**src/inc/hce_defs.vh**
```
// Constants for the hopping code frame encoder
`ifndef HCE_DEFS_VH
`define HCE_DEFS_VH
`define HCE_SYS_CLK_HZ 200000000
`define HCE_BIT_RATE_HZ 1000
`define HCE_BIT_RATE_MIN_HZ 500
`define HCE_BIT_RATE_MAX_HZ 5000
`define HCE_MAX_FRAMES 360
`define HCE_PRECODE_BITS 48
`define HCE_CODE_BITS 40
`define HCE_FUNC_BITS 4
`define HCE_SYM_BITS 3
`define HCE_BLANK_BITS 150
`define HCE_FRAME_BITS 343
`define HCE_DATA_BITS 193
`define HCE_SECURE_END 168
`define HCE_FUNC1_END 180
`define HCE_FUNC2_END 192
`define HCE_DEBOUNCE_CYCLES 168
`define HCE_FIFO_DEPTH 8
`define HCE_SEED 40'h5A3C96E1B7
`endif

```
**src/rtl/hce_bit_fifo.v**
```verilog
// Small FIFO between the frame builder and the data pin stage
`timescale 1ns/1ps
`default_nettype none
module hce_bit_fifo #(
  parameter WIDTH = 1,
  parameter DEPTH = 8,
  parameter AW = 3
) (
  input wire sysClk, // System clock
  input wire rstn, // Asynchronous reset, active low
  input wire flush, // Discard all contents
  input wire inValid, // Write request
  output wire inReady, // Space available
  input wire [WIDTH-1:0] inData, // Write data
  output wire outValid, // Data available
  input wire outReady, // Read request
  output reg [WIDTH-1:0] outData // Read data, registered
);
  reg [WIDTH-1:0] mem [0:DEPTH-1];
  reg [AW:0] count;
  reg [AW-1:0] wrPtr;
  reg [AW-1:0] rdPtr;
  reg haveOut;
  wire doWrite;
  wire doRead;
  wire loadOut;
  assign inReady = (count != DEPTH[AW:0]);
  assign doWrite = inValid && inReady;
  assign outValid = haveOut;
  assign loadOut = (count != {(AW+1){1'b0}}) && (!haveOut || outReady);
  assign doRead = loadOut;

  function [AW-1:0] bump;
    input [AW-1:0] p;
    begin
      bump = (p == DEPTH[AW-1:0] - 1'b1) ? {AW{1'b0}} : p + 1'b1;
    end
  endfunction

  always @(posedge sysClk) begin
    if (doWrite) begin
      mem[wrPtr] <= inData;
    end
  end

  always @(posedge sysClk or negedge rstn) begin
    if (!rstn) begin
      count <= {(AW+1){1'b0}};
      wrPtr <= {AW{1'b0}};
      rdPtr <= {AW{1'b0}};
      haveOut <= 1'b0;
      outData <= {WIDTH{1'b0}};
    end else if (flush) begin
      count <= {(AW+1){1'b0}};
      wrPtr <= {AW{1'b0}};
      rdPtr <= {AW{1'b0}};
      haveOut <= 1'b0;
      outData <= {WIDTH{1'b0}};
    end else begin
      if (doWrite) begin
        wrPtr <= bump(wrPtr);
      end
      if (doRead) begin
        rdPtr <= bump(rdPtr);
        outData <= mem[rdPtr];
        haveOut <= 1'b1;
      end else if (outReady) begin
        haveOut <= 1'b0;
      end
      if (doWrite && !doRead) begin
        count <= count + 1'b1;
      end else if (!doWrite && doRead) begin
        count <= count - 1'b1;
      end
    end
  end
endmodule
`default_nettype wire

```
**src/rtl/hce_bit_divider.v**
```verilog
// Divider that makes the data clock tick enable
`timescale 1ns/1ps
`default_nettype none
module hce_bit_divider #(
  parameter DIV = 200000
) (
  input wire sysClk, // System clock
  input wire rstn, // Asynchronous reset, active low
  input wire restart, // Restart phase
  output reg tick // One-cycle data clock rising edge
);
  reg [31:0] cnt;
  always @(posedge sysClk or negedge rstn) begin
    if (!rstn) begin
      cnt <= 32'h00000000;
      tick <= 1'b0;
    end else if (restart) begin
      cnt <= 32'h00000000;
      tick <= 1'b0;
    end else if (cnt == DIV - 1) begin
      cnt <= 32'h00000000;
      tick <= 1'b1;
    end else begin
      cnt <= cnt + 32'h00000001;
      tick <= 1'b0;
    end
  end
endmodule
`default_nettype wire

```
**src/rtl/hce_frame_encoder.v**
```verilog
// Encoder-mode transmit framer for the hopping code remote control
`include "hce_defs.vh"
`timescale 1ns/1ps
`default_nettype none
module hce_frame_encoder #(
  parameter BIT_DIV = `HCE_SYS_CLK_HZ / `HCE_BIT_RATE_HZ,
  parameter MAX_FRAMES = `HCE_MAX_FRAMES
) (
  input wire sysClk, // 200 MHz system clock
  input wire rstn, // Asynchronous reset, active low
  input wire modeSelectPin, // High or open selects encoder mode
  input wire [3:0] functionInputs, // Buttons, active low
  input wire learnedFlag, // A code was learned in decoder mode
  output reg serialData, // Serial data pin level
  output reg serialDataEnN, // Pin output enable, low while driving
  output reg bursting, // Burst in progress
  output reg standby, // Low-power standby
  output reg [39:0] securityCode, // Stored security code
  output reg codeStore // Pulse: store new code
);
  localparam ST_IDLE = 4'b0001;
  localparam ST_SEND = 4'b0010;
  localparam ST_HOLD = 4'b0100;
  localparam ST_BOOT = 4'b1000;

  reg [3:0] state;
  reg [3:0] btnMeta;
  reg [3:0] btnSync;
  reg modeMeta;
  reg modeSync;
  reg encoderMode;
  reg modeCaught;
  reg [8:0] bitPos;
  reg [8:0] frameCount;
  reg [3:0] firstButtonSample;
  reg [3:0] secondButtonSample;
  reg divRestart;
  reg fifoFlush;
  reg [1:0] bootWait;
  wire tick;
  wire anyPressed;
  wire nextBit;
  wire fifoInReady;
  wire fifoOutValid;
  wire fifoOutData;
  reg fifoPush;
  reg fifoBit;

  assign anyPressed = (btnSync != 4'hF);

  // Advance a 40-bit code one hopping step
  function [39:0] hop;
    input [39:0] c;
    begin
      hop = {c[38:0], c[39] ^ c[37] ^ c[20] ^ c[18]} + 40'h0000000001;
    end
  endfunction

  // Symbol bit at position p within a 3-bit symbol for data bit d
  function symBit;
    input [1:0] p;
    input d;
    begin
      symBit = (p == 2'h0) ? 1'b1 : ((p == 2'h1) ? d : 1'b0);
    end
  endfunction

  // Symbol level at offset o into a field whose data bits are w
  function fieldBit;
    input [8:0] o;
    input [39:0] w;
    reg [8:0] q;
    reg [8:0] r;
    begin
      q = o / 9'h003;
      r = o - q * 9'h003;
      fieldBit = symBit(r[1:0], w[q[5:0]]);
    end
  endfunction

  // Level of the frame at bit position p
  function frameBit;
    input [8:0] p;
    input [39:0] code;
    input [3:0] f1;
    input [3:0] f2;
    begin
      if (p < `HCE_PRECODE_BITS) begin
        frameBit = ~p[0];
      end else if (p < `HCE_SECURE_END) begin
        frameBit = fieldBit(p - 9'h030, code);
      end else if (p < `HCE_FUNC1_END) begin
        frameBit = fieldBit(p - 9'h0A8, {36'h000000000, f1});
      end else if (p < `HCE_FUNC2_END) begin
        frameBit = fieldBit(p - 9'h0B4, {36'h000000000, f2});
      end else if (p == `HCE_FUNC2_END) begin
        frameBit = 1'b1;
      end else begin
        frameBit = 1'b0;
      end
    end
  endfunction

  assign nextBit = frameBit(bitPos, securityCode, firstButtonSample,
    secondButtonSample);

  hce_bit_divider #(
    .DIV(BIT_DIV)
  ) uDiv (
    .sysClk(sysClk),
    .rstn(rstn),
    .restart(divRestart),
    .tick(tick)
  );

  hce_bit_fifo #(
    .WIDTH(1),
    .DEPTH(`HCE_FIFO_DEPTH),
    .AW(3)
  ) uFifo (
    .sysClk(sysClk),
    .rstn(rstn),
    .flush(fifoFlush),
    .inValid(fifoPush),
    .inReady(fifoInReady),
    .inData(fifoBit),
    .outValid(fifoOutValid),
    .outReady(tick),
    .outData(fifoOutData)
  );

  always @(posedge sysClk or negedge rstn) begin
    if (!rstn) begin
      btnMeta <= 4'hF;
      btnSync <= 4'hF;
      modeMeta <= 1'b1;
      modeSync <= 1'b1;
    end else begin
      btnMeta <= functionInputs;
      btnSync <= btnMeta;
      modeMeta <= modeSelectPin;
      modeSync <= modeMeta;
    end
  end

  // Frame builder: one bit pushed per free FIFO slot
  always @(posedge sysClk or negedge rstn) begin
    if (!rstn) begin
      state <= ST_BOOT;
      encoderMode <= 1'b0;
      modeCaught <= 1'b0;
      bootWait <= 2'h0;
      bitPos <= 9'h000;
      frameCount <= 9'h000;
      firstButtonSample <= 4'hF;
      secondButtonSample <= 4'hF;
      securityCode <= `HCE_SEED;
      codeStore <= 1'b0;
      fifoPush <= 1'b0;
      fifoBit <= 1'b0;
      fifoFlush <= 1'b1;
      divRestart <= 1'b1;
      bursting <= 1'b0;
      standby <= 1'b0;
    end else begin
      codeStore <= 1'b0;
      fifoPush <= 1'b0;
      fifoFlush <= 1'b0;
      divRestart <= 1'b0;
      case (state)
        ST_BOOT: begin
          if (bootWait != 2'h2) begin
            bootWait <= bootWait + 2'h1; // Let the mode synchroniser fill
          end else if (!modeCaught) begin
            encoderMode <= modeSync;
            modeCaught <= 1'b1;
          end else begin
            if (learnedFlag) begin
              securityCode <= hop(securityCode ^ `HCE_SEED);
              codeStore <= 1'b1;
            end
            state <= ST_IDLE;
            standby <= 1'b1;
          end
        end
        ST_IDLE: begin
          frameCount <= 9'h000;
          if (encoderMode && anyPressed) begin
            state <= ST_SEND;
            bitPos <= 9'h000;
            firstButtonSample <= btnSync;
            standby <= 1'b0;
            bursting <= 1'b1;
            divRestart <= 1'b1;
          end
        end
        ST_SEND: begin
          if (!anyPressed) begin
            fifoFlush <= 1'b1;
            frameCount <= 9'h000;
            bursting <= 1'b0;
            standby <= 1'b1;
            securityCode <= hop(securityCode);
            codeStore <= 1'b1;
            state <= ST_IDLE;
          end else if (fifoInReady && !fifoPush) begin
            fifoPush <= 1'b1;
            fifoBit <= nextBit;
            if (bitPos == `HCE_SECURE_END - 1) begin
              secondButtonSample <= btnSync;
            end
            if (bitPos == `HCE_FRAME_BITS - 1) begin
              bitPos <= 9'h000;
              if (frameCount == MAX_FRAMES - 1) begin
                frameCount <= frameCount + 9'h001;
                state <= ST_HOLD;
              end else begin
                frameCount <= frameCount + 9'h001;
                firstButtonSample <= btnSync;
              end
            end else begin
              bitPos <= bitPos + 9'h001;
            end
          end
        end
        ST_HOLD: begin
          if (!fifoOutValid && bursting) begin
            bursting <= 1'b0;
            securityCode <= hop(securityCode);
            codeStore <= 1'b1;
          end
          if (!anyPressed) begin
            fifoFlush <= 1'b1;
            bursting <= 1'b0;
            frameCount <= 9'h000;
            standby <= 1'b1;
            state <= ST_IDLE;
          end
        end
        default: begin
          state <= ST_IDLE;
        end
      endcase
    end
  end

  // Pin stage: level moves on data clock ticks and is cleared at once by a FIFO flush
  always @(posedge sysClk or negedge rstn) begin
    if (!rstn) begin
      serialData <= 1'b0;
      serialDataEnN <= 1'b1;
    end else begin
      serialDataEnN <= ~encoderMode;
      if (fifoFlush) begin
        serialData <= 1'b0;
      end else if (tick) begin
        serialData <= fifoOutValid ? fifoOutData : 1'b0;
      end
    end
  end
endmodule
`default_nettype wire

```
**config.mk**
```make
export PLATFORM = sky130hd
export DESIGN_NAME = hce_frame_encoder
export DESIGN_NICKNAME = d
export VERILOG_FILES = /design/src/rtl/hce_bit_fifo.v /design/src/rtl/hce_bit_divider.v /design/src/rtl/hce_frame_encoder.v
export VERILOG_INCLUDE_DIRS = /design/src /design/src/inc
export SDC_FILE = /design/constraint.sdc
export NUM_CORES = 1
export LEC_CHECK = 0
export BUFFER_PORTS_ARGS = -buffer_cell sky130_fd_sc_hd__buf_2
export CORE_ASPECT_RATIO = 1.5
export CORE_MARGIN = 5
export CORE_UTILIZATION = 40
export DETAILED_ROUTE_END_ITERATION = 8
export PLACE_DENSITY_LB_ADDON = 0.3
export SYNTH_ARGS = -nofsm -noshare
export SYNTH_HDL_FRONTEND = slang
export SYNTH_SLANG_ARGS = --single-unit
export TNS_END_PERCENT = 30
```
**constraint.sdc**
```tcl
create_clock -name sysClk -period 16.2 [get_ports sysClk]
set_input_delay 3.24 -clock sysClk [delete_from_list [all_inputs] [get_ports sysClk]]
set_output_delay 3.24 -clock sysClk [all_outputs]
set_load 0.02 [all_outputs]
```
## Word-level counts from Yosys, hierarchy flattened

Memories as Yosys holds them, arrays and structs flattened.
Index checks and enable logic that the tools add are counted.

| storage, ports and cells | value |
|---|---|
| word-level logic and storage cells | 233 |
| bits in latches | 0 |
| bits in registers | 138 |
| RAM bits | 8 |
| output and inout bits | 45 |
| input port bits | 8 |
| memories | 1 |
| memory bits (read-only) | 0 |

Memory list:

| memory | depth | width | read ports | clocked after Yosys merged registers in | wr ports | RTL line | text |
|---|---|---|---|---|---|---|---|
| uFifo.mem | 8 | 1 | 1 | 0 | 1 | hce_bit_fifo.v:19 | `reg [WIDTH-1:0] mem [0:DEPTH-1];` |

| cells by class | value |
|---|---|
| equal/unequal tests | 33 |
| multipliers | 3 |
| $lt $le $gt $ge | 7 |
| multiplexer cells | 93 |
| bitwise operators | 10 |
| div/mod/pow operators | 3 |
| add/subtract/negate cells | 16 |
| reduce and logical (&&, ||, !) cells | 38 |
| shift-type cells | 0 |

Operators by type and width:

| kind | count |
|---|---|
| 40-bit 2-to-1 mux | 5 |
| 40-bit case mux with 3 select lines | 1 |
| 40-bit by 1-bit adder with 40-bit output (second input constant) | 2 |
| 9-bit 2-to-1 mux | 8 |
| 32-bit 2-to-1 mux | 2 |
| 4-bit 2-to-1 mux | 16 |
| 1-bit 2-to-1 mux | 45 |
| 32-bit by 1-bit adder with 32-bit output (second input constant) | 1 |
| 32-bit by 18-bit equality test with 1-bit output (second input constant) | 1 |
| 9-bit by 2-bit divider with 9-bit output (second input constant) | 3 |
| 9-bit by 8-bit less-than comparator with 1-bit output (second input constant) | 3 |
| 9-bit by 2-bit multiplier with 2-bit output (second input constant) | 3 |
| 9-bit case mux with 3 select lines | 1 |
| 2-bit != test (second input constant) | 13 |
| 22-bit inverter | 1 |
| 6-bit by 7-bit less-than comparator with 1-bit output (second input constant) | 3 |
| 9-bit by 1-bit adder with 9-bit output (second input constant) | 2 |
| 1-bit binary-select mux with 6-bit select | 3 |
| 9-bit by 8-bit equality test with 1-bit output (second input constant) | 2 |
| 9-bit equality test (second input constant) | 2 |
| 3-bit 2-to-1 mux | 6 |
| 9-bit case mux with 2 select lines | 1 |
| 9-bit by 8-bit subtractor with 9-bit output (second input constant) | 2 |
| 4-bit case mux with 4 select lines | 1 |
| 33 further kinds | 76 |

## Depth between registers and ports, before layout

Gate-level depths: netlist (run 1).

| depth | value |
|---|---|
| depth after elaboration | 11 |
| gate-level depth with buffers | 39 |

## Modules after synthesis

From an unflattened synthesis (run 1), not the netlist that was laid out.

| unflattened totals | value |
|---|---|
| cells, all modules | 1,507 |
| area, all modules | 12,542.0 um2 |

By module, submodules not included:

| module | instances | seq. area each (um2) | cells each | area each (um2) |
|---|---|---|---|---|
| hce_frame_encoder | 1 | 2,382.3 | 1,220 | 9,720.6 |
| hce_bit_divider | 1 | 825.8 | 194 | 1,793.0 |
| hce_bit_fifo | 1 | 540.5 | 93 | 1,028.5 |

## Worst setup path after synthesis (run 1)

Ideal clock, no wire load.

| timing | value |
|---|---|
| kind | register -> register |
| start | register bitPos[3] |
| end | register fifoBit |
| setup time | 65 ps |
| setup slack | 8,822 ps |
| cell stages (with the launch flop) | 39 |
| arrival time | 7,313 ps |
| path buffers | 3 |
| required time | 16,135 ps |
| cells stage by stage | dfrtp_1 -> buf_4 -> inv_1 -> clkbuf_1 -> ha_1 -> inv_1 -> or3_1 -> a31oi_1 -> o21ai_0 -> ha_1 -> and3b_1 -> buf_2 -> xnor2_1 -> nor3_1 -> nand3_1 -> or3_1 -> a31oi_1 -> nor3_1 -> [3 not listed] -> or2_2 -> nor2_1 -> o32a_1 -> a21oi_1 -> nand3_1 -> mux2i_1 -> or2_1 -> ha_1 -> inv_1 -> ha_1 -> nor2_1 -> xnor2_1 -> xor2_1 -> or3_1 -> a31oi_1 -> o22ai_1 -> a31oi_1 -> o21a_1 |

| on the way | value |
|---|---|
| longest elaborated chain between the ends | 11 |
| elaborated cells between the ends (all ways) | 40 |
| classes of those cells | 6 x add/sub; 3 x mul; 3 x div; 4 x order compare; 4 x eq/ne; 17 x mux; 3 x reduce/logical |

Ends and longest elaborated chain:

| item | RTL line | text |
|---|---|---|
| from (decl) | hce_frame_encoder.v:33 | `reg [8:0] bitPos;` |
| from (signal assigned) | hce_frame_encoder.v:222 | `bitPos <= bitPos + 9'h001;` |
| 9-bit by 8-bit subtractor with 9-bit output | hce_frame_encoder.v:95 | `frameBit = fieldBit(p - 9'h0B4, {36'h000000000, f2});` |
| 9-bit by 2-bit divider with 9-bit output | hce_frame_encoder.v:75 | `q = o / 9'h003;` |
| 9-bit by 2-bit multiplier with 2-bit output | hce_frame_encoder.v:76 | `r = o - q * 9'h003;` |
| 2-bit subtractor | hce_frame_encoder.v:76 |  |
| 2-bit by 1-bit equality test with 1-bit output | hce_frame_encoder.v:64 | `symBit = (p == 2'h0) ? 1'b1 : ((p == 2'h1) ? d : 1'b0);` |
| 1-bit 2-to-1 mux (2 in a row) | hce_frame_encoder.v:64 |  |
| 1-bit 2-to-1 mux | hce_frame_encoder.v:94 | `` end else if (p < `HCE_FUNC2_END) begin `` |
| 1-bit 2-to-1 mux | hce_frame_encoder.v:92 | `` end else if (p < `HCE_FUNC1_END) begin `` |
| 1-bit 2-to-1 mux | hce_frame_encoder.v:90 | `` end else if (p < `HCE_SECURE_END) begin `` |
| 1-bit 2-to-1 mux * | hce_frame_encoder.v:88 | `` if (p < `HCE_PRECODE_BITS) begin `` |
| to (signal assigned) | hce_frame_encoder.v:208 | `fifoBit <= nextBit;` |
| to (decl) | hce_frame_encoder.v:47 | `reg fifoBit;` |

Mark *: on every way between the ends. The rest lies on a longest branch, timed or not. The select of a mux whose other input is x is not followed.
A chain may end at the register's enable or synchronous reset.

## Worst setup path after layout (run 1)

| timing | value |
|---|---|
| start | register bitPos[5] |
| end | register fifoBit |

The elaborated chain is that of the path after synthesis.

==> impl_metrics.tcl, run 1 <==
set metrics [dict create \
    finalSetupViolCount 0 \
    pwr_density_cell_nw_per_um2 59.9 \
    n_fill_cell 2996 \
    root_buffer "clkbuf_16" \
    rsz0062_at_grt "false" \
    die_area_um2 33000 \
    fin_crit_ns 8.18 \
    fin_skew_ns 0.00670 \
    async_flop_share_pct 94.5 \
    synth_area_leaders "dfrtp_1 (20%), dfstp_2 (9.8%), xnor2_1 (6.3%), nor2_1 (5.6%), ha_1 (4.8%)" \
    maxCapViolCount 0 \
    cts_resized 0 \
    clkLatencyLatePin_ns 0.43 \
    register_area_um2 3750 \
    crit_type "reg2reg" \
    slowest_delay_ns 0.73 \
    initial_core_util_pct 40.1 \
    synthTopCellsByCount "nor2_1 (174), nand2_1 (109), a21oi_1 (101), dfrtp_1 (94), nand3_1 (87)" \
    yosysTopAreaCellShare_pct 20.0 \
    required_ns 16.57 \
    synth_edf_count 8 \
    netlist_area_um2 11700 \
    finalInstanceArea_um2 12900 \
    grt_pass1_wl_mm 52.1 \
    critPathSlowestCell "dfrtp_1" \
    routed_wl_mm 30.7 \
    worstPathArrival_ns 8.54 \
    post-dp-hpwl_mm 22.8 \
    startpoint_type "flop" \
    multiInputGateArea_um2 7520 \
    die_width_um 150 \
    hold_buffers 0 \
    yosysMostFrequentCell "nor2_1" \
    grt_pass1_vias 10400 \
    synth_nets 1455 \
    cts.sink_count 146 \
    placed_area_um2 12300 \
    fin_cells 1817 \
    first_iter_violations 785 \
    antenna_found_initial 0 \
    end_kind "flop" \
    synth_seq_cells 146 \
    final_core_util_pct 43.9 \
    cts_tree "done" \
    ir_drop_mv 0.122 \
    drv_slew 0 \
    cts_setup_buffers 0 \
    syn_inst 1401 \
    cts_max_path_buffers 2 \
    hp-class "reg2reg" \
    grt_max_degree 77 \
    final_layout_size_suffix_gt1_share_pct 14.0 \
    viasPerCell 5.77 \
    nets 1463 \
    dp.cells 1785 \
    coreArea_um2 29300 \
    cp_max_fo 17 \
    slew_headroom_pct 32.3 \
    grt_use_met2_pct 35.1 \
    dr_total_vias 10500 \
    path_buf_inv 2 \
    numPortBuffers 52 \
    crit_family "simple AND/OR/NAND/NOR gates" \
    gp_congestion 0.863 \
    antennaDiodeCount 0 \
    gr-total-overflow 0 \
    cts_buffers 17 \
    grtUsageTotal_pct 19.2 \
    worstMarginPinSlew_ns 1.00 \
    use_met3_pct 2.32 \
    yosysSeqAreaShare_pct 31.9 \
    fmax_mhz 122 \
    status "complete, no violations" \
    drt-wirelength-per-cell_um 16.9 \
    firstDrtPassIters 7 \
    cts_max_level 4 \
    gr-max-usage-layer "met2" \
    synth_warnings 0 \
    clk_pin_slew_ns 0.06 \
    ios 53 \
    finalCritPeriodShare_pct 50.5 \
    rows 77 \
    synth.distinct_cells 98 \
    setup_tns_ns 0 \
    power_leakage_nw 5.07 \
    detail-route-antenna-nets 0 \
    use_met1_pct 21.9 \
    hold_viol_final 0 \
    synth-main-ff-cell "dfrtp_1" \
    yosys.area.top_type "dfrtp_1" \
    drt_drc_violations_left 0 \
    die_h_um 220 \
    area_growth_pct 9.49 \
    syn_avg_cell_area_um2 8.39 \
]
## kinds of logic (layout without fill, tap and decap cells)
logic type / after synthesis / count (layout) / share of synthesized area (%)
and+or+nand+nor: 573 / 573 / 24.0
AOI/OAI and AO/OA: 325 / 325 / 18.6
xor gates and xnor gates: 137 / 137 / 10.4
muxes: 56 / 56 / 5.75
buffers and inverters: 117 / 138 / 4.22
adders and majority gates: 47 / 47 / 5.05
DFF: 146 / 146 / 31.9
## through the flow
stage	power [mW]	setup WS (ns)	hold slack, ns
6_report	0.770	8.02	0.352
4_1_cts	0.780	8.13	0.353
5_1_grt	0.796	7.42	0.349
3_5_place_dp	0.386	8.17	0.347
3_3_place_gp	0.386	8.34	0.346
2_1_floorplan	0.377	8.82	0.345
## flip-flops by register name, indices dropped and copies added, names as in the netlist, 8 cells and up
signal	count
frameCount	9
securityCode	40
bitPos	9
uDiv.cnt	32
uFifo.mem	8
## metal layers
metal  share of wire (%)  wire length (um)  up-vias
met1                  40             12400     5086
met3                 2.8               847       71
met4                 3.9              1200        0
li1                    -                 -     5091
met5                   0                 0        -
met2                  53             16300      229
## layout by cell type, fill, tap and decap left out, types with 12 or more instances in the layout
master	count
nor2_1	174
nand2_1	109
a21oi_1	101
dfrtp_1	94
nand3_1	87
xnor2_1	85
o21ai_0	54
buf_2	51
xor2_1	49
ha_1	45
dfstp_2	44
inv_1	42
nor3_1	36
mux2i_1	33
nand4_1	25
or3_1	22
and3_1	21
clkbuf_16	17
o211ai_1	16
mux2_2	16
a31oi_1	15
nor4_1	13
nand2b_1	13
o31ai_1	13
buf_4	12
## where the power goes
| group | internal, mW | total, mW | leakage, nW | switching [mW] |
|---|---|---|---|---|
| logic | 0.000963 | 0.00796 | 3.07 | 0.00699 |
| clock network | 0.235 | 0.391 | 0.275 | 0.156 |
| registers | 0.370 | 0.371 | 1.73 | 0.000822 |
## path summary, 6_finish.rpt
| kind | start | endpoint | slack [ns] | cells past startpoint |
|---|---|---|---|---|
| worst max register to register | bitPos[5] | fifoBit | 8.02 | 35 |
| worst min-delay path | btnMeta[0] | btnSync[0] | 0.35 | 0 |
| worst max-delay path | bitPos[5] | fifoBit | 8.02 | 35 |
| min in group asynchronous | rstn | securityCode[21] | 2.83 | 1 |
| worst min register to register | btnMeta[0] | btnSync[0] | 0.35 | 0 |
| max in group asynchronous | rstn | bootWait[0] | 12.09 | 2 |
## final cells by class
class,count,area share (%)
Clock buffer,20,3.55
Clock inverter,12,1.04
Tap cell,395,3.84
Multi-Input combinational cell,1138,58.4
Sequential cell,146,29.1
Timing Repair Buffer,64,2.77
Inverter,42,1.23
Power figures use the tool's default switching activity.
==> inputs of run 2 (changes only) <==
==> constraint.sdc (replaced) <==
create_clock -name sysClk -period 7 [get_ports sysClk]
set_input_delay 1.4 -clock sysClk [delete_from_list [all_inputs] [get_ports sysClk]]
set_output_delay 1.4 -clock sysClk [all_outputs]
set_load 0.02 [all_outputs]
==> run 2 against run 1 <==
- sequential power is 130% higher
- clock skew rose by 0.0016 ns
- critical path type unchanged
- core utilization is 1.8 points higher
- final cell count up 2.4%
- fmax is 22% higher
- global-route usage about the same
- first-iteration DRC count fell by 12%
==> impl_metrics.tcl, run 2 (synthesis gave the netlist of run 1 again) <==
set metrics [dict create \
    numPortBuffers 52 \
    routed_wl_mm 31.7 \
    largestRegisters "securityCode x40, uDiv.cnt x32" \
    worstPathArrival_ns 7.06 \
    drt-wirelength-per-cell_um 17.0 \
    ios 53 \
    drt_drc_violations_left 0 \
    area_growth_pct 14.0 \
    setup_tns_ns 0 \
    end_kind "flop" \
    dr_total_vias 10800 \
    clk_pin_slew_ns 0.06 \
    finalCritPeriodShare_pct 95.5 \
    min_from "btnMeta[0]" \
    detail-route-antenna-nets 0 \
    ir_drop_mv 0.217 \
    final_cell_mix "nor2_1 (171), nand2_1 (108), a21oi_1 (99), dfrtp_1 (93), nand3_1 (86)" \
    die_area_um2 33000 \
    p_total_mw 1.76 \
    die_h_um 220 \
    antennaDiodeCount 0 \
    hold_buffers 0 \
    worstMarginPinSlew_ns 0.935 \
    fin_skew_ns 0.00827 \
    antenna_found_initial 0 \
    maxCapViolCount 0 \
    gp_congestion 0.894 \
    timing.rr.start "bitPos[5]" \
    post-dp-hpwl_mm 23.3 \
    finalSetupViolCount 0 \
    whs_ns 0.355 \
    firstDrtPassIters 7 \
    gr-total-overflow 0 \
    cts_max_path_buffers 2 \
    grt_pass1_vias 10500 \
    min_path_cells 0 \
    crit_type "reg2reg" \
    cts_max_level 4 \
    slew_headroom_pct 37.2 \
    critPathSlowestCell "dfrtp_2" \
    cts.sink_count 146 \
    top_layer "met4" \
    hold_viol_final 0 \
    hp-class "reg2reg" \
    placed_area_um2 12500 \
    initial_core_util_pct 40.1 \
    status "complete, no violations" \
    first_iter_violations 689 \
    cp_common_cell "ha_1" \
    rrSetupSlack_ns 0.31 \
    fin_crit_ns 6.69 \
    cts_tree "done" \
    final_common_cell "nor2_1" \
    root_buffer "clkbuf_16" \
    nets 1507 \
    finalInstanceArea_um2 13400 \
    regMostFlops "securityCode" \
    dp_slack_ns 0.0965 \
    slowest_delay_ns 0.45 \
    wl_met1_mm 12.6 \
    dr_wl_met3_mm 1.03 \
    grtUsageTotal_pct 19.1 \
    drv_slew 0 \
    reg2reg_depth 34 \
    startpoint_type "flop" \
    fin_ws_ns 0.315 \
    largest_reg_flops 40 \
    grt_max_degree 77 \
    pwr_density_cell_nw_per_um2 132 \
    power_leakage_nw 5.34 \
    viasPerCell 5.80 \
    r2r_end "fifoBit" \
    coreArea_um2 29300 \
    required_ns 7.37 \
    die_width_um 150 \
    fmax_mhz 150 \
    cp_max_fo 11 \
    grt_pass1_wl_mm 52.0 \
    cts_buffers 17 \
    rows 77 \
    final_layout_size_suffix_gt1_share_pct 19.4 \
    wl_met2_mm 17.0 \
    n_fill_cell 2905 \
    clkLatencyLatePin_ns 0.44 \
    hold_path_end "btnSync[0]" \
]
run 2: cell count changes in the layout (fill, tap and decap cells not counted), moves of 3 or more:
cell,before,now
ha_1,45,40
buf_4,12,52
o21ai_0,54,51
inv_6,1,4
buf_6,1,4
nor2_1,174,171
nor3_2,0,4
xnor2_2,1,7
xnor2_1,85,79
ha_2,0,5
nor3_1,36,32
run 2: power breakdown:
| group | internal, mW | total [mW] | switching (mW) |
|---|---|---|---|
| registers | 0.856 | 0.858 | 0.00189 |
| clock network | 0.504 | 0.886 | 0.382 |
| logic | 0.00224 | 0.0183 | 0.0160 |
| total | 1.36 | 1.76 | 0.400 |
run 2: final cells by class:
class	count	area (um^2)	area share [%]
multi-input cells	1138	7710	57.6
flip-flops and latches	146	3750	28.0
repair buffers	108	711	5.31
well taps	395	494	3.69
clock buffers	19	443	3.31
inverters	42	158	1.18
clock inverters	13	128	0.953
run 2: worst max path at each step:
stage / from / to / slack (ns) / cells after the start
6_report: bitPos[5] / fifoBit / 0.31 / 34
2_1_floorplan: bitPos[3] / fifoBit / 0.008 / 38
5_1_grt: bitPos[4] / fifoBit / -0.05 / 34
3_3_place_gp: bitPos[3] / fifoBit / 0.31 / 29
3_5_place_dp: bitPos[5] / fifoBit / 0.1 / 34
4_1_cts: bitPos[5] / fifoBit / 0.08 / 34
run 2: through the flow:
step / utilization (%) / cells
4_1_cts: 44.7 / 1848
5_1_grt: 45.7 / 1861
2_1_floorplan: - / 1401
3_5_place_dp: 42.8 / 1816
3_3_place_gp: 42.8 / 1816
6_report: 45.7 / 1861
run 2: worst max-delay path, delay by kind of cell (launching register included):
kind,cells,cell delay [ns]
AOI/OAI and AO/OA,11,1.51
xor gates and xnor gates,3,0.48
adders and majority gates,5,1.25
buffers and inverters,3,0.31
DFF,1,0.45
muxes,1,0.11
and+or+nand+nor,11,2.53
run 2: per-layer routing:
metal | up-vias | track usage [%]
met2 | 297 | 36.3
met4 | 0 | 8.42
met1 | 5215 | 21.1
met5 | - | 0
li1 | 5193 | -
met3 | 81 | 2.32
run 2: what timing repair did:
action	CTS	global route
endpoints found under the setup margin	0	1
setup buffers	0	13
resized for setup	0	49
